### src/rtl/mfpc_consts.svh
// constants of the multifunction preset counter: timing, indices, values
// assumes the includer runs on the 100 MHz system clock
`ifndef MFPC_CONSTS_SVH
`define MFPC_CONSTS_SVH

`define MFPC_CLK_PERIOD_NS 10
// least settle time of a debounced input
`define MFPC_DEB_TIME_NS 100
`define MFPC_DEB_CYCLES \
   ((`MFPC_DEB_TIME_NS + `MFPC_CLK_PERIOD_NS - 1) / `MFPC_CLK_PERIOD_NS)
// tachometer gate window
`define MFPC_GATE_TIME_NS 1000000000
`define MFPC_GATE_CYCLES (`MFPC_GATE_TIME_NS / `MFPC_CLK_PERIOD_NS)

// value loaded on reset in increment or up/down direction
`define MFPC_PV_ZERO 0

// positions in the debounced input vector
`define MFPC_IN_CNT_A 0
`define MFPC_IN_CNT_B 1
`define MFPC_IN_RST1 2
`define MFPC_IN_RST2 3
`define MFPC_IN_KPROT 4
`define MFPC_IN_KEY_MODE 5
`define MFPC_IN_KEY_RESET 6
`define MFPC_IN_KEY_UP 7
`define MFPC_IN_COUNT 8

// key positions in the key vector
`define MFPC_KEY_MODE 0
`define MFPC_KEY_RESET 1
`define MFPC_KEY_UP 2
`define MFPC_KEY_COUNT 3

`endif

### src/rtl/mfpc_pkg.sv
// types of the multifunction preset counter
// assumes the consts header carries every number
package mfpc_pkg;

   typedef enum logic [2:0] {
      MFPC_PRESET = 3'b000,
      MFPC_TOTAL  = 3'b001,
      MFPC_BATCH  = 3'b010,
      MFPC_DUAL   = 3'b011,
      MFPC_TWIN   = 3'b100,
      MFPC_TACHO  = 3'b101
   } mfpc_mode_t;

   typedef enum logic [1:0] {
      MFPC_DIR_INC = 2'b00,
      MFPC_DIR_DEC = 2'b01,
      MFPC_DIR_UD  = 2'b10
   } mfpc_dir_t;

   typedef enum logic [1:0] {
      MFPC_UD_CMD   = 2'b00,
      MFPC_UD_INDIV = 2'b01,
      MFPC_UD_QUAD  = 2'b10
   } mfpc_ud_t;

   typedef enum logic [1:0] {
      MFPC_TIN_SINGLE = 2'b00,
      MFPC_TIN_INDEP  = 2'b01,
      MFPC_TIN_OTHER  = 2'b10
   } mfpc_tin_t;

   typedef struct packed {
      mfpc_mode_t mode;
      mfpc_dir_t dir;
      mfpc_ud_t ud;
      logic two_stage;
      logic out_follow;
      mfpc_tin_t tach_in;
      logic [1:0] key_level;
      logic show_b;
   } mfpc_cfg_t;

endpackage

### src/rtl/mfpc_counter.sv
// counting and measuring core of the multifunction preset counter
// assumes field pins are asynchronous, configuration is quasi-static
`include "mfpc_consts.svh"
`timescale 1ns/100ps
`default_nettype none

module mfpc_counter #(
   parameter int W = 20,
   parameter int DEB_CYCLES = `MFPC_DEB_CYCLES,
   parameter int unsigned GATE_CYCLES = `MFPC_GATE_CYCLES
) (
   // clock and reset
   input wire logic SYS_CLK_I,
   input wire logic RESET_I,
   // field pins
   input wire logic COUNT_INPUT_A_I,
   input wire logic COUNT_INPUT_B_I,
   input wire logic RESET1_PIN_I,
   input wire logic RESET2_PIN_I,
   input wire logic KEYPROT_PIN_I,
   input wire logic [`MFPC_KEY_COUNT-1:0] KEYS_I,
   // configuration
   input wire mfpc_pkg::mfpc_cfg_t CFG_I,
   input wire logic [W-1:0] SET_A_I,
   input wire logic [W-1:0] SET_B_I,
   // outputs
   output logic COMPARE_OUTPUT_A_O,
   output logic COMPARE_OUTPUT_B_O,
   output logic RESET_IND_O,
   output logic KEYPROT_IND_O,
   output logic [`MFPC_KEY_COUNT-1:0] KEYS_O,
   output logic [W-1:0] VALUE_A_O,
   output logic [W-1:0] VALUE_B_O
);

   localparam int N = `MFPC_IN_COUNT;
   localparam logic [W-1:0] ONE = W'(1);
   localparam logic [W-1:0] ZERO = W'(`MFPC_PV_ZERO);
   localparam logic [15:0] DEB_LAST = 16'(DEB_CYCLES - 1);

   // step request from the configured signalling, {up, down}
   function automatic logic [1:0] step_of(
      input mfpc_pkg::mfpc_dir_t dir,
      input mfpc_pkg::mfpc_ud_t ud,
      input logic rise_a,
      input logic rise_b,
      input logic edge_a,
      input logic lvl_a,
      input logic lvl_b);
      logic [1:0] s;
      s = 2'b00;
      case (dir)
         mfpc_pkg::MFPC_DIR_INC: s = {rise_a, 1'b0};
         mfpc_pkg::MFPC_DIR_DEC: s = {1'b0, rise_a};
         mfpc_pkg::MFPC_DIR_UD: begin
            case (ud)
               mfpc_pkg::MFPC_UD_CMD: s = {rise_a & ~lvl_b, rise_a & lvl_b};
               mfpc_pkg::MFPC_UD_INDIV: s = {rise_a & ~rise_b, rise_b & ~rise_a};
               mfpc_pkg::MFPC_UD_QUAD:
                  s = {edge_a & (lvl_a ^ lvl_b), edge_a & ~(lvl_a ^ lvl_b)};
               default: s = 2'b00;
            endcase
         end
         default: s = 2'b00;
      endcase
      return s;
   endfunction

   // set value reached, counting towards zero when decrementing
   function automatic logic hit(
      input logic [W-1:0] pv,
      input logic [W-1:0] sv,
      input logic [W-1:0] load,
      input logic dec);
      return dec ? (pv <= load - sv) : (pv >= sv);
   endfunction

   // keys blocked at each protection level
   function automatic logic [`MFPC_KEY_COUNT-1:0] key_mask(
      input logic [1:0] level);
      logic [`MFPC_KEY_COUNT-1:0] m;
      m = '0;
      case (level)
         2'h0: m[`MFPC_KEY_UP] = 1'b1;
         2'h1: m[`MFPC_KEY_RESET] = 1'b1;
         2'h2: m[`MFPC_KEY_RESET:`MFPC_KEY_MODE] = 2'h3;
         default: m = '1;
      endcase
      return m;
   endfunction

   logic [N-1:0] raw;
   logic [N-1:0] meta_ff, sync_ff;
   logic [N-1:0] deb_ff, deb_d_ff;
   logic [15:0] deb_cnt_ff [N];
   logic [N-1:0] rise;
   logic [N-1:0] edge_any;
   logic rst1, rst2, kprot, rst2_tach, hold, dec;
   logic [`MFPC_KEY_COUNT-1:0] key_ok;
   logic [1:0] step;
   logic [W-1:0] load;
   logic [W-1:0] pv_a_ff, pv_b_ff;
   logic [W-1:0] cnt_a_ff, cnt_b_ff;
   logic [W-1:0] meas_a_ff, meas_b_ff;
   logic [31:0] gate_cnt_ff;
   logic gate_end;
   logic reach_a, reach_b, reach_b_d_ff;
   logic clr_a, clr_b;
   mfpc_pkg::mfpc_mode_t mode;
   logic single_ch, split_ch;

   assign raw = {KEYS_I, KEYPROT_PIN_I, RESET2_PIN_I, RESET1_PIN_I,
                 COUNT_INPUT_B_I, COUNT_INPUT_A_I};
   assign mode = CFG_I.mode;
   assign split_ch = (mode == mfpc_pkg::MFPC_DUAL) ||
                     (mode == mfpc_pkg::MFPC_TWIN);
   assign single_ch = (mode == mfpc_pkg::MFPC_PRESET) ||
                      (mode == mfpc_pkg::MFPC_TOTAL) ||
                      (mode == mfpc_pkg::MFPC_BATCH);

   // two-stage synchroniser
   always_ff @(posedge SYS_CLK_I) begin
      if (RESET_I) begin
         meta_ff <= '0;
         sync_ff <= '0;
      end else begin
         meta_ff <= raw;
         sync_ff <= meta_ff;
      end
   end

   // debounce: level must stand for DEB_CYCLES before it is taken
   always_ff @(posedge SYS_CLK_I) begin
      if (RESET_I) begin
         deb_ff <= '0;
         deb_d_ff <= '0;
         deb_cnt_ff <= '{default: 16'h0000};
      end else begin
         deb_d_ff <= deb_ff;
         for (int i = 0; i < N; i++) begin
            if (sync_ff[i] == deb_ff[i]) begin
               deb_cnt_ff[i] <= 16'h0000;
            end else if (deb_cnt_ff[i] >= DEB_LAST) begin
               deb_ff[i] <= sync_ff[i];
               deb_cnt_ff[i] <= 16'h0000;
            end else begin
               deb_cnt_ff[i] <= deb_cnt_ff[i] + 16'h0001;
            end
         end
      end
   end

   assign rise = deb_ff & ~deb_d_ff;
   assign edge_any = deb_ff ^ deb_d_ff;
   assign rst1 = deb_ff[`MFPC_IN_RST1];
   assign rst2 = deb_ff[`MFPC_IN_RST2];
   assign kprot = deb_ff[`MFPC_IN_KPROT];
   assign key_ok = deb_ff[`MFPC_IN_KEY_UP:`MFPC_IN_KEY_MODE] &
                   ~(kprot ? key_mask(CFG_I.key_level) : '0);

   assign dec = (CFG_I.dir == mfpc_pkg::MFPC_DIR_DEC);
   assign load = dec ? (CFG_I.two_stage ? SET_B_I : SET_A_I) : ZERO;
   assign step = step_of(CFG_I.dir, CFG_I.ud, rise[`MFPC_IN_CNT_A],
                         rise[`MFPC_IN_CNT_B], edge_any[`MFPC_IN_CNT_A],
                         deb_ff[`MFPC_IN_CNT_A],
                         deb_ff[`MFPC_IN_CNT_B]);

   // tachometer hold sources
   assign rst2_tach = rst2 && (CFG_I.tach_in == mfpc_pkg::MFPC_TIN_INDEP);
   assign hold = rst1 || rst2_tach || key_ok[`MFPC_KEY_RESET];

   // present value a
   always_ff @(posedge SYS_CLK_I) begin
      if (RESET_I) begin
         pv_a_ff <= '0;
      end else if (single_ch) begin
         if (rst1) begin
            pv_a_ff <= load;
         end else if (step[1]) begin
            pv_a_ff <= pv_a_ff + ONE;
         end else if (step[0]) begin
            pv_a_ff <= pv_a_ff - ONE;
         end
      end else if (split_ch) begin
         if (rst1) begin
            pv_a_ff <= ZERO;
         end else if (clr_a) begin
            pv_a_ff <= ZERO;
         end else if (rise[`MFPC_IN_CNT_A]) begin
            pv_a_ff <= pv_a_ff + ONE;
         end
      end
   end

   // present value b: total, batch or second channel
   always_ff @(posedge SYS_CLK_I) begin
      if (RESET_I) begin
         pv_b_ff <= '0;
      end else begin
         case (mode)
            mfpc_pkg::MFPC_TOTAL: begin
               if (rst2) begin
                  pv_b_ff <= ZERO;
               end else if (!rst1 && (step[1] || step[0])) begin
                  pv_b_ff <= pv_b_ff + ONE;
               end
            end
            mfpc_pkg::MFPC_BATCH: begin
               if (rst2) begin
                  pv_b_ff <= ZERO;
               end else if (reach_b && !reach_b_d_ff) begin
                  pv_b_ff <= pv_b_ff + ONE;
               end
            end
            mfpc_pkg::MFPC_DUAL: begin
               if (rst2) begin
                  pv_b_ff <= ZERO;
               end else if (rise[`MFPC_IN_CNT_B]) begin
                  pv_b_ff <= pv_b_ff + ONE;
               end
            end
            mfpc_pkg::MFPC_TWIN: begin
               if (rst2 && CFG_I.show_b) begin
                  pv_b_ff <= ZERO;
               end else if (rise[`MFPC_IN_CNT_B]) begin
                  pv_b_ff <= pv_b_ff + ONE;
               end
            end
            default: pv_b_ff <= pv_b_ff;
         endcase
      end
   end

   // tachometer: pulses per gate window
   assign gate_end = (gate_cnt_ff == GATE_CYCLES - 1);

   always_ff @(posedge SYS_CLK_I) begin
      if (RESET_I || mode != mfpc_pkg::MFPC_TACHO || gate_end) begin
         gate_cnt_ff <= 32'h0000_0000;
         cnt_a_ff <= '0;
         cnt_b_ff <= '0;
      end else begin
         gate_cnt_ff <= gate_cnt_ff + 32'h0000_0001;
         if (rise[`MFPC_IN_CNT_A]) begin
            cnt_a_ff <= cnt_a_ff + ONE;
         end
         if (rise[`MFPC_IN_CNT_B] &&
             CFG_I.tach_in != mfpc_pkg::MFPC_TIN_SINGLE) begin
            cnt_b_ff <= cnt_b_ff + ONE;
         end
      end
   end

   always_ff @(posedge SYS_CLK_I) begin
      if (RESET_I) begin
         meas_a_ff <= '0;
         meas_b_ff <= '0;
      end else if (mode == mfpc_pkg::MFPC_TACHO && gate_end && !hold) begin
         meas_a_ff <= cnt_a_ff;
         meas_b_ff <= cnt_b_ff;
      end
   end

   // set values reached
   always_comb begin
      reach_a = 1'b0;
      reach_b = 1'b0;
      case (mode)
         mfpc_pkg::MFPC_PRESET,
         mfpc_pkg::MFPC_TOTAL: begin
            reach_a = hit(pv_a_ff, SET_A_I, load, dec);
            reach_b = hit(pv_a_ff, SET_B_I, load, dec);
         end
         mfpc_pkg::MFPC_BATCH: begin
            reach_a = pv_b_ff >= SET_A_I;
            reach_b = pv_a_ff >= SET_B_I;
         end
         mfpc_pkg::MFPC_DUAL,
         mfpc_pkg::MFPC_TWIN: begin
            reach_a = pv_a_ff >= SET_A_I;
            reach_b = pv_b_ff >= SET_B_I;
         end
         mfpc_pkg::MFPC_TACHO: begin
            reach_a = meas_a_ff >= SET_A_I;
            reach_b = (CFG_I.tach_in == mfpc_pkg::MFPC_TIN_INDEP) ?
                      (meas_b_ff >= SET_B_I) : (meas_a_ff >= SET_B_I);
         end
         default: reach_b = 1'b0;
      endcase
   end

   // output clears per mode
   assign clr_a = (mode == mfpc_pkg::MFPC_PRESET && rst1) ||
                  (mode == mfpc_pkg::MFPC_TOTAL && rst1) ||
                  (mode == mfpc_pkg::MFPC_BATCH && rst2) ||
                  (mode == mfpc_pkg::MFPC_DUAL && rst1) ||
                  (mode == mfpc_pkg::MFPC_TWIN &&
                   (rst1 || (rst2 && !CFG_I.show_b)));
   assign clr_b = (single_ch && rst1) ||
                  (mode == mfpc_pkg::MFPC_DUAL && rst2) ||
                  (mode == mfpc_pkg::MFPC_TWIN && rst2 &&
                   CFG_I.show_b);

   // compare outputs: latched or following
   always_ff @(posedge SYS_CLK_I) begin
      if (RESET_I) begin
         COMPARE_OUTPUT_A_O <= 1'b0;
         COMPARE_OUTPUT_B_O <= 1'b0;
         reach_b_d_ff <= 1'b0;
      end else begin
         reach_b_d_ff <= reach_b;
         if (clr_a) begin
            COMPARE_OUTPUT_A_O <= 1'b0;
         end else if (!(mode == mfpc_pkg::MFPC_TACHO && hold)) begin
            COMPARE_OUTPUT_A_O <= CFG_I.out_follow ? reach_a :
                                  (COMPARE_OUTPUT_A_O | reach_a);
         end
         if (clr_b) begin
            COMPARE_OUTPUT_B_O <= 1'b0;
         end else if (!(mode == mfpc_pkg::MFPC_TACHO && hold)) begin
            COMPARE_OUTPUT_B_O <= CFG_I.out_follow ? reach_b :
                                  (COMPARE_OUTPUT_B_O | reach_b);
         end
      end
   end

   // indicators, gated keys and displayed values
   always_ff @(posedge SYS_CLK_I) begin
      if (RESET_I) begin
         RESET_IND_O <= 1'b0;
         KEYPROT_IND_O <= 1'b0;
         KEYS_O <= '0;
      end else begin
         RESET_IND_O <= (mode == mfpc_pkg::MFPC_TACHO) ? hold : rst1;
         KEYPROT_IND_O <= kprot;
         KEYS_O <= key_ok;
      end
   end

   always_ff @(posedge SYS_CLK_I) begin
      if (RESET_I) begin
         VALUE_A_O <= '0;
         VALUE_B_O <= '0;
      end else if (mode == mfpc_pkg::MFPC_TACHO) begin
         VALUE_A_O <= meas_a_ff;
         VALUE_B_O <= meas_b_ff;
      end else begin
         VALUE_A_O <= pv_a_ff;
         VALUE_B_O <= pv_b_ff;
      end
   end

endmodule // mfpc_counter

`default_nettype wire

### config.mk
export PLATFORM = sky130hd
export DESIGN_NAME = mfpc_counter
export DESIGN_NICKNAME = d
export VERILOG_FILES = /design/src/rtl/mfpc_pkg.sv /design/src/rtl/mfpc_counter.sv
export VERILOG_INCLUDE_DIRS = /design/src /design/src/rtl
export SDC_FILE = /design/constraint.sdc
export NUM_CORES = 1
export LEC_CHECK = 0
export BUFFER_PORTS_ARGS = -buffer_cell sky130_fd_sc_hd__buf_2
export CORE_AREA = 2 2 194 234
export CTS_BUF_LIST = sky130_fd_sc_hd__clkbuf_8 sky130_fd_sc_hd__clkbuf_16
export DETAILED_ROUTE_END_ITERATION = 7
export DIE_AREA = 0 0 196 236
export PLACE_DENSITY_LB_ADDON = 0.15
export SLEW_MARGIN = 25
export SYNTH_ARGS = -nofsm -noshare
export SYNTH_HDL_FRONTEND = slang
export SYNTH_SLANG_ARGS = --single-unit
export TNS_END_PERCENT = 50
### constraint.sdc
create_clock -name SYS_CLK_I -period 5.8 [get_ports SYS_CLK_I]
set_clock_uncertainty 0.1 [all_clocks]
set_input_delay 0.29 -clock SYS_CLK_I [delete_from_list [all_inputs] [get_ports SYS_CLK_I]]
set_output_delay 0.29 -clock SYS_CLK_I [all_outputs]
set_load 0.02 [all_outputs]
==> run metrics <==
top-area cell type share of the netlist area=0.361; final hold violation count=0; endpoint type of the worst setup path=register; Clock Path Buffers=3; top_reg_cell synth=dfxtp_1; reg2reg end=pv_b_ff[12]$_SDFFE_PP0P_; Hold Path Class=primary input to register; hpwl dp=44500 um; register area share after synthesis=0.361; Leakage=9.88 nW; r2r worst-path depth=11; Synth warnings=0; final setup fails=0; initial antenna violation count=2; vias in the first global route=17000; first-pass GRT wire length=92200 um; Worst Tran Pin Value=1010 ps; root buffer cell=clkbuf_16; top cells by area, synth=dfxtp_1, ha_1, nand2_1; Tot GR Track Use=0.254; total global routing overflow=0; synthesized-area fraction occupied by adder cells=0.162; die extent in x=196 um; Initial Utilization=0.444; maxcap violations=0; simple-gate share of the synthesized area=0.214; post-synth top area cell=dfxtp_1; Max VDD drop=221 uV; Vias/cell=5.56; Mapped Cells=2332; pwr dens=254 nW/um^2; setup TNS=0 ps; Worst R2R Start=pv_a_ff[5]$_SDFFE_PP0P_; largest family of logic cells by synthesized area=simple AND/OR/NAND/NOR gates; syn avg cell area=8.43 sq um; outcome=completed; DR vias=17400; Worst EP arrival=5700 ps; Routed Antenna Nets=0; Final min period=5320 ps; Final Wtd Congestion=0.960; crit path to=pv_b_ff[12]$_SDFFE_PP0P_; Synth Area in XOR/XNOR=0.0597; post-layout util=0.509; largest net degree at the start of global routing=70; crit share post-route=0.917; total wire length=58800 um; fmax=0.188 GHz; post-synthesis mux area share=0.0164; Seq cells post-synth=354; DRC=0; complex-gate fraction of the synthesized area=0.152; Worst Path Required=6170 ps; kind of critical path=primary input to register; TritonCTS clock tree=yes; ys async rst share=0; # nets final=2852; RSZ-0062 raised after global routing=false; clock network latency to the later pin of the worst-skew pair=570 ps; Core ar.=44200 sq um; Max Slew Vio Count=0; relative slew slack=0.317; CP startpoint=CFG_I[9]; crit-path max cell delay=380 ps; Post-Syn Area=19600 sq um; clock transition at the registers of the reported paths=70 ps; number of synthesized flops with an enable pin=0; Crit Path Max Fanout=13; WL per Instance=18.8 um; TritonRoute pass-1 iters=6; CTS buffer count=39; synth unique cells=66; htree depth=2; Worst path slowest cell=nor4_1; critical path startpoint category=primary input; most common cell in the synthesized netlist=dfxtp_1; Fill cells=4273; chip height=236 um; synth cell count leaders=dfxtp_1, nand2_1, ha_1, nor2_1, a21oi_1; Num Clock Sinks=354; share of layout cells above drive strength 1=0.0870; PortBufs=110; Die Footprint=46300 sq um; io pins=111; std cell rows=85; Synth-to-Final Area Change=14.7%; flop2flop setup slack=2230 ps; Starting DRT DRC Count=1265
==> what timing repair did <==
item,in CTS,in global routing
endpoints found under the hold margin,8,0
gates resized for setup,0,0
buffers inserted,0,0
hold buffers,8,0
==> sequential cells by signal (all words and copies together), names as in the netlist <==
signal,flops
COMPARE_OUTPUT_A_O,1
COMPARE_OUTPUT_B_O,1
KEYPROT_IND_O,1
KEYS_O,3
RESET_IND_O,1
VALUE_A_O,20
VALUE_B_O,20
cnt_a_ff,20
cnt_b_ff,20
deb_cnt_ff,128
deb_d_ff,2
deb_ff,8
gate_cnt_ff,32
meas_a_ff,20
meas_b_ff,20
meta_ff,8
pv_a_ff,20
pv_b_ff,20
reach_b_d_ff,1
sync_ff,8
==> worst min path at each step <==
stage	from	endpoint	slack (ps)	cells past startpoint
floorplan	meta_ff[0]$_SDFF_PP0_	sync_ff[0]$_SDFF_PP0_	310	1
global placement	meta_ff[7]$_SDFF_PP0_	sync_ff[7]$_SDFF_PP0_	320	1
detailed placement	meta_ff[7]$_SDFF_PP0_	sync_ff[7]$_SDFF_PP0_	320	1
CTS	CFG_I[5]	COMPARE_OUTPUT_B_O$_SDFFE_PP0N_	40	4
global route	CFG_I[1]	KEYS_O[0]$_SDFF_PP0_	90	3
finish	CFG_I[5]	COMPARE_OUTPUT_B_O$_SDFFE_PP0N_	60	4
==> through the flow <==
stage / cells / instance area, sq um / setup WS [ps] / power [W] / hold WS [ps]
after floorplan: 2427 / 20000 / 173 / 0.00307 / 314
after global placement: 3051 / 21200 / 77.1 / 0.00330 / 318
after detailed placement: 3051 / 21200 / 10.0 / 0.00331 / 324
after CTS: 3127 / 22500 / 577 / 0.00576 / 38.4
after global routing: 3127 / 22500 / 140 / 0.00595 / 86.4
final: 3128 / 22500 / 479 / 0.00572 / 63.8
==> worst max-delay path, delay by kind of cell <==
family | cells | cell delay [ps]
simple gates | 7 | 1420
xor+xnor | 1 | 90
compound gates | 12 | 2940
buf+inv | 3 | 430
fa+ha+maj | 2 | 520
==> cell type report <==
class                           count  area (sq um)  share of cell area
Timing Repair Buffer              157           930              0.0412
Clock inverter                     25           211             0.00938
Antenna cell                        1          2.50            0.000111
Sequential cell                   354          7090               0.314
Tap cell                          565           707              0.0314
Clock buffer                       43          1030              0.0457
Inverter                           91           342              0.0152
Multi-Input combinational cell   1892         12200               0.543
==> kinds of logic after synthesis <==
kind of cell / count (synthesis)
and+or+nand+nor: 902
adders and majority gates: 253
AOI/OAI and AO/OA: 475
other: 1
xor gates and xnor gates: 134
muxes: 32
buffers and inverters: 181
DFF: 354
==> report_power, final <==
group	internal (W)	switching (W)
Combinational	0.000283	0.000462
Clock	0.00141	0.00102
Sequential	0.00249	0.0000470
==> cells in the final DEF (no fill, tap or decap), drive strengths merged, types with 6 or more instances in the layout <==
cell type / count
nor2b: 41
a221o: 7
or2: 8
xor2: 72
nor2: 226
a32o: 11
dfxtp: 354
xnor2: 62
a22oi: 6
o21a: 12
a211oi: 21
nand2b: 30
buf: 149
nor3: 43
mux2i: 31
a2bb2oi: 7
conb: 96
a31oi: 14
or3: 26
and4: 6
clkbuf: 43
and3: 29
nand4: 43
o211ai: 6
nand3: 65
inv: 104
ha: 251
dlygate4sd3: 8
nor3b: 6
a21oi: 176
nand2: 312
clkinv: 6
a21o: 43
nor4: 47
o21ai: 108
and2: 12
==> routing by layer <==
| layer | vias to the layer above | GRT usage | routed length [um] |
|---|---|---|---|
| met5 | - | 0 | 0 |
| met4 | 0 | 0.0989 | 2180 |
| met3 | 138 | 0.0485 | 4160 |
| met2 | 541 | 0.419 | 26800 |
| met1 | 8160 | 0.327 | 25700 |
| li1 | 8540 | - | - |
Power figures use the tool's default switching activity.
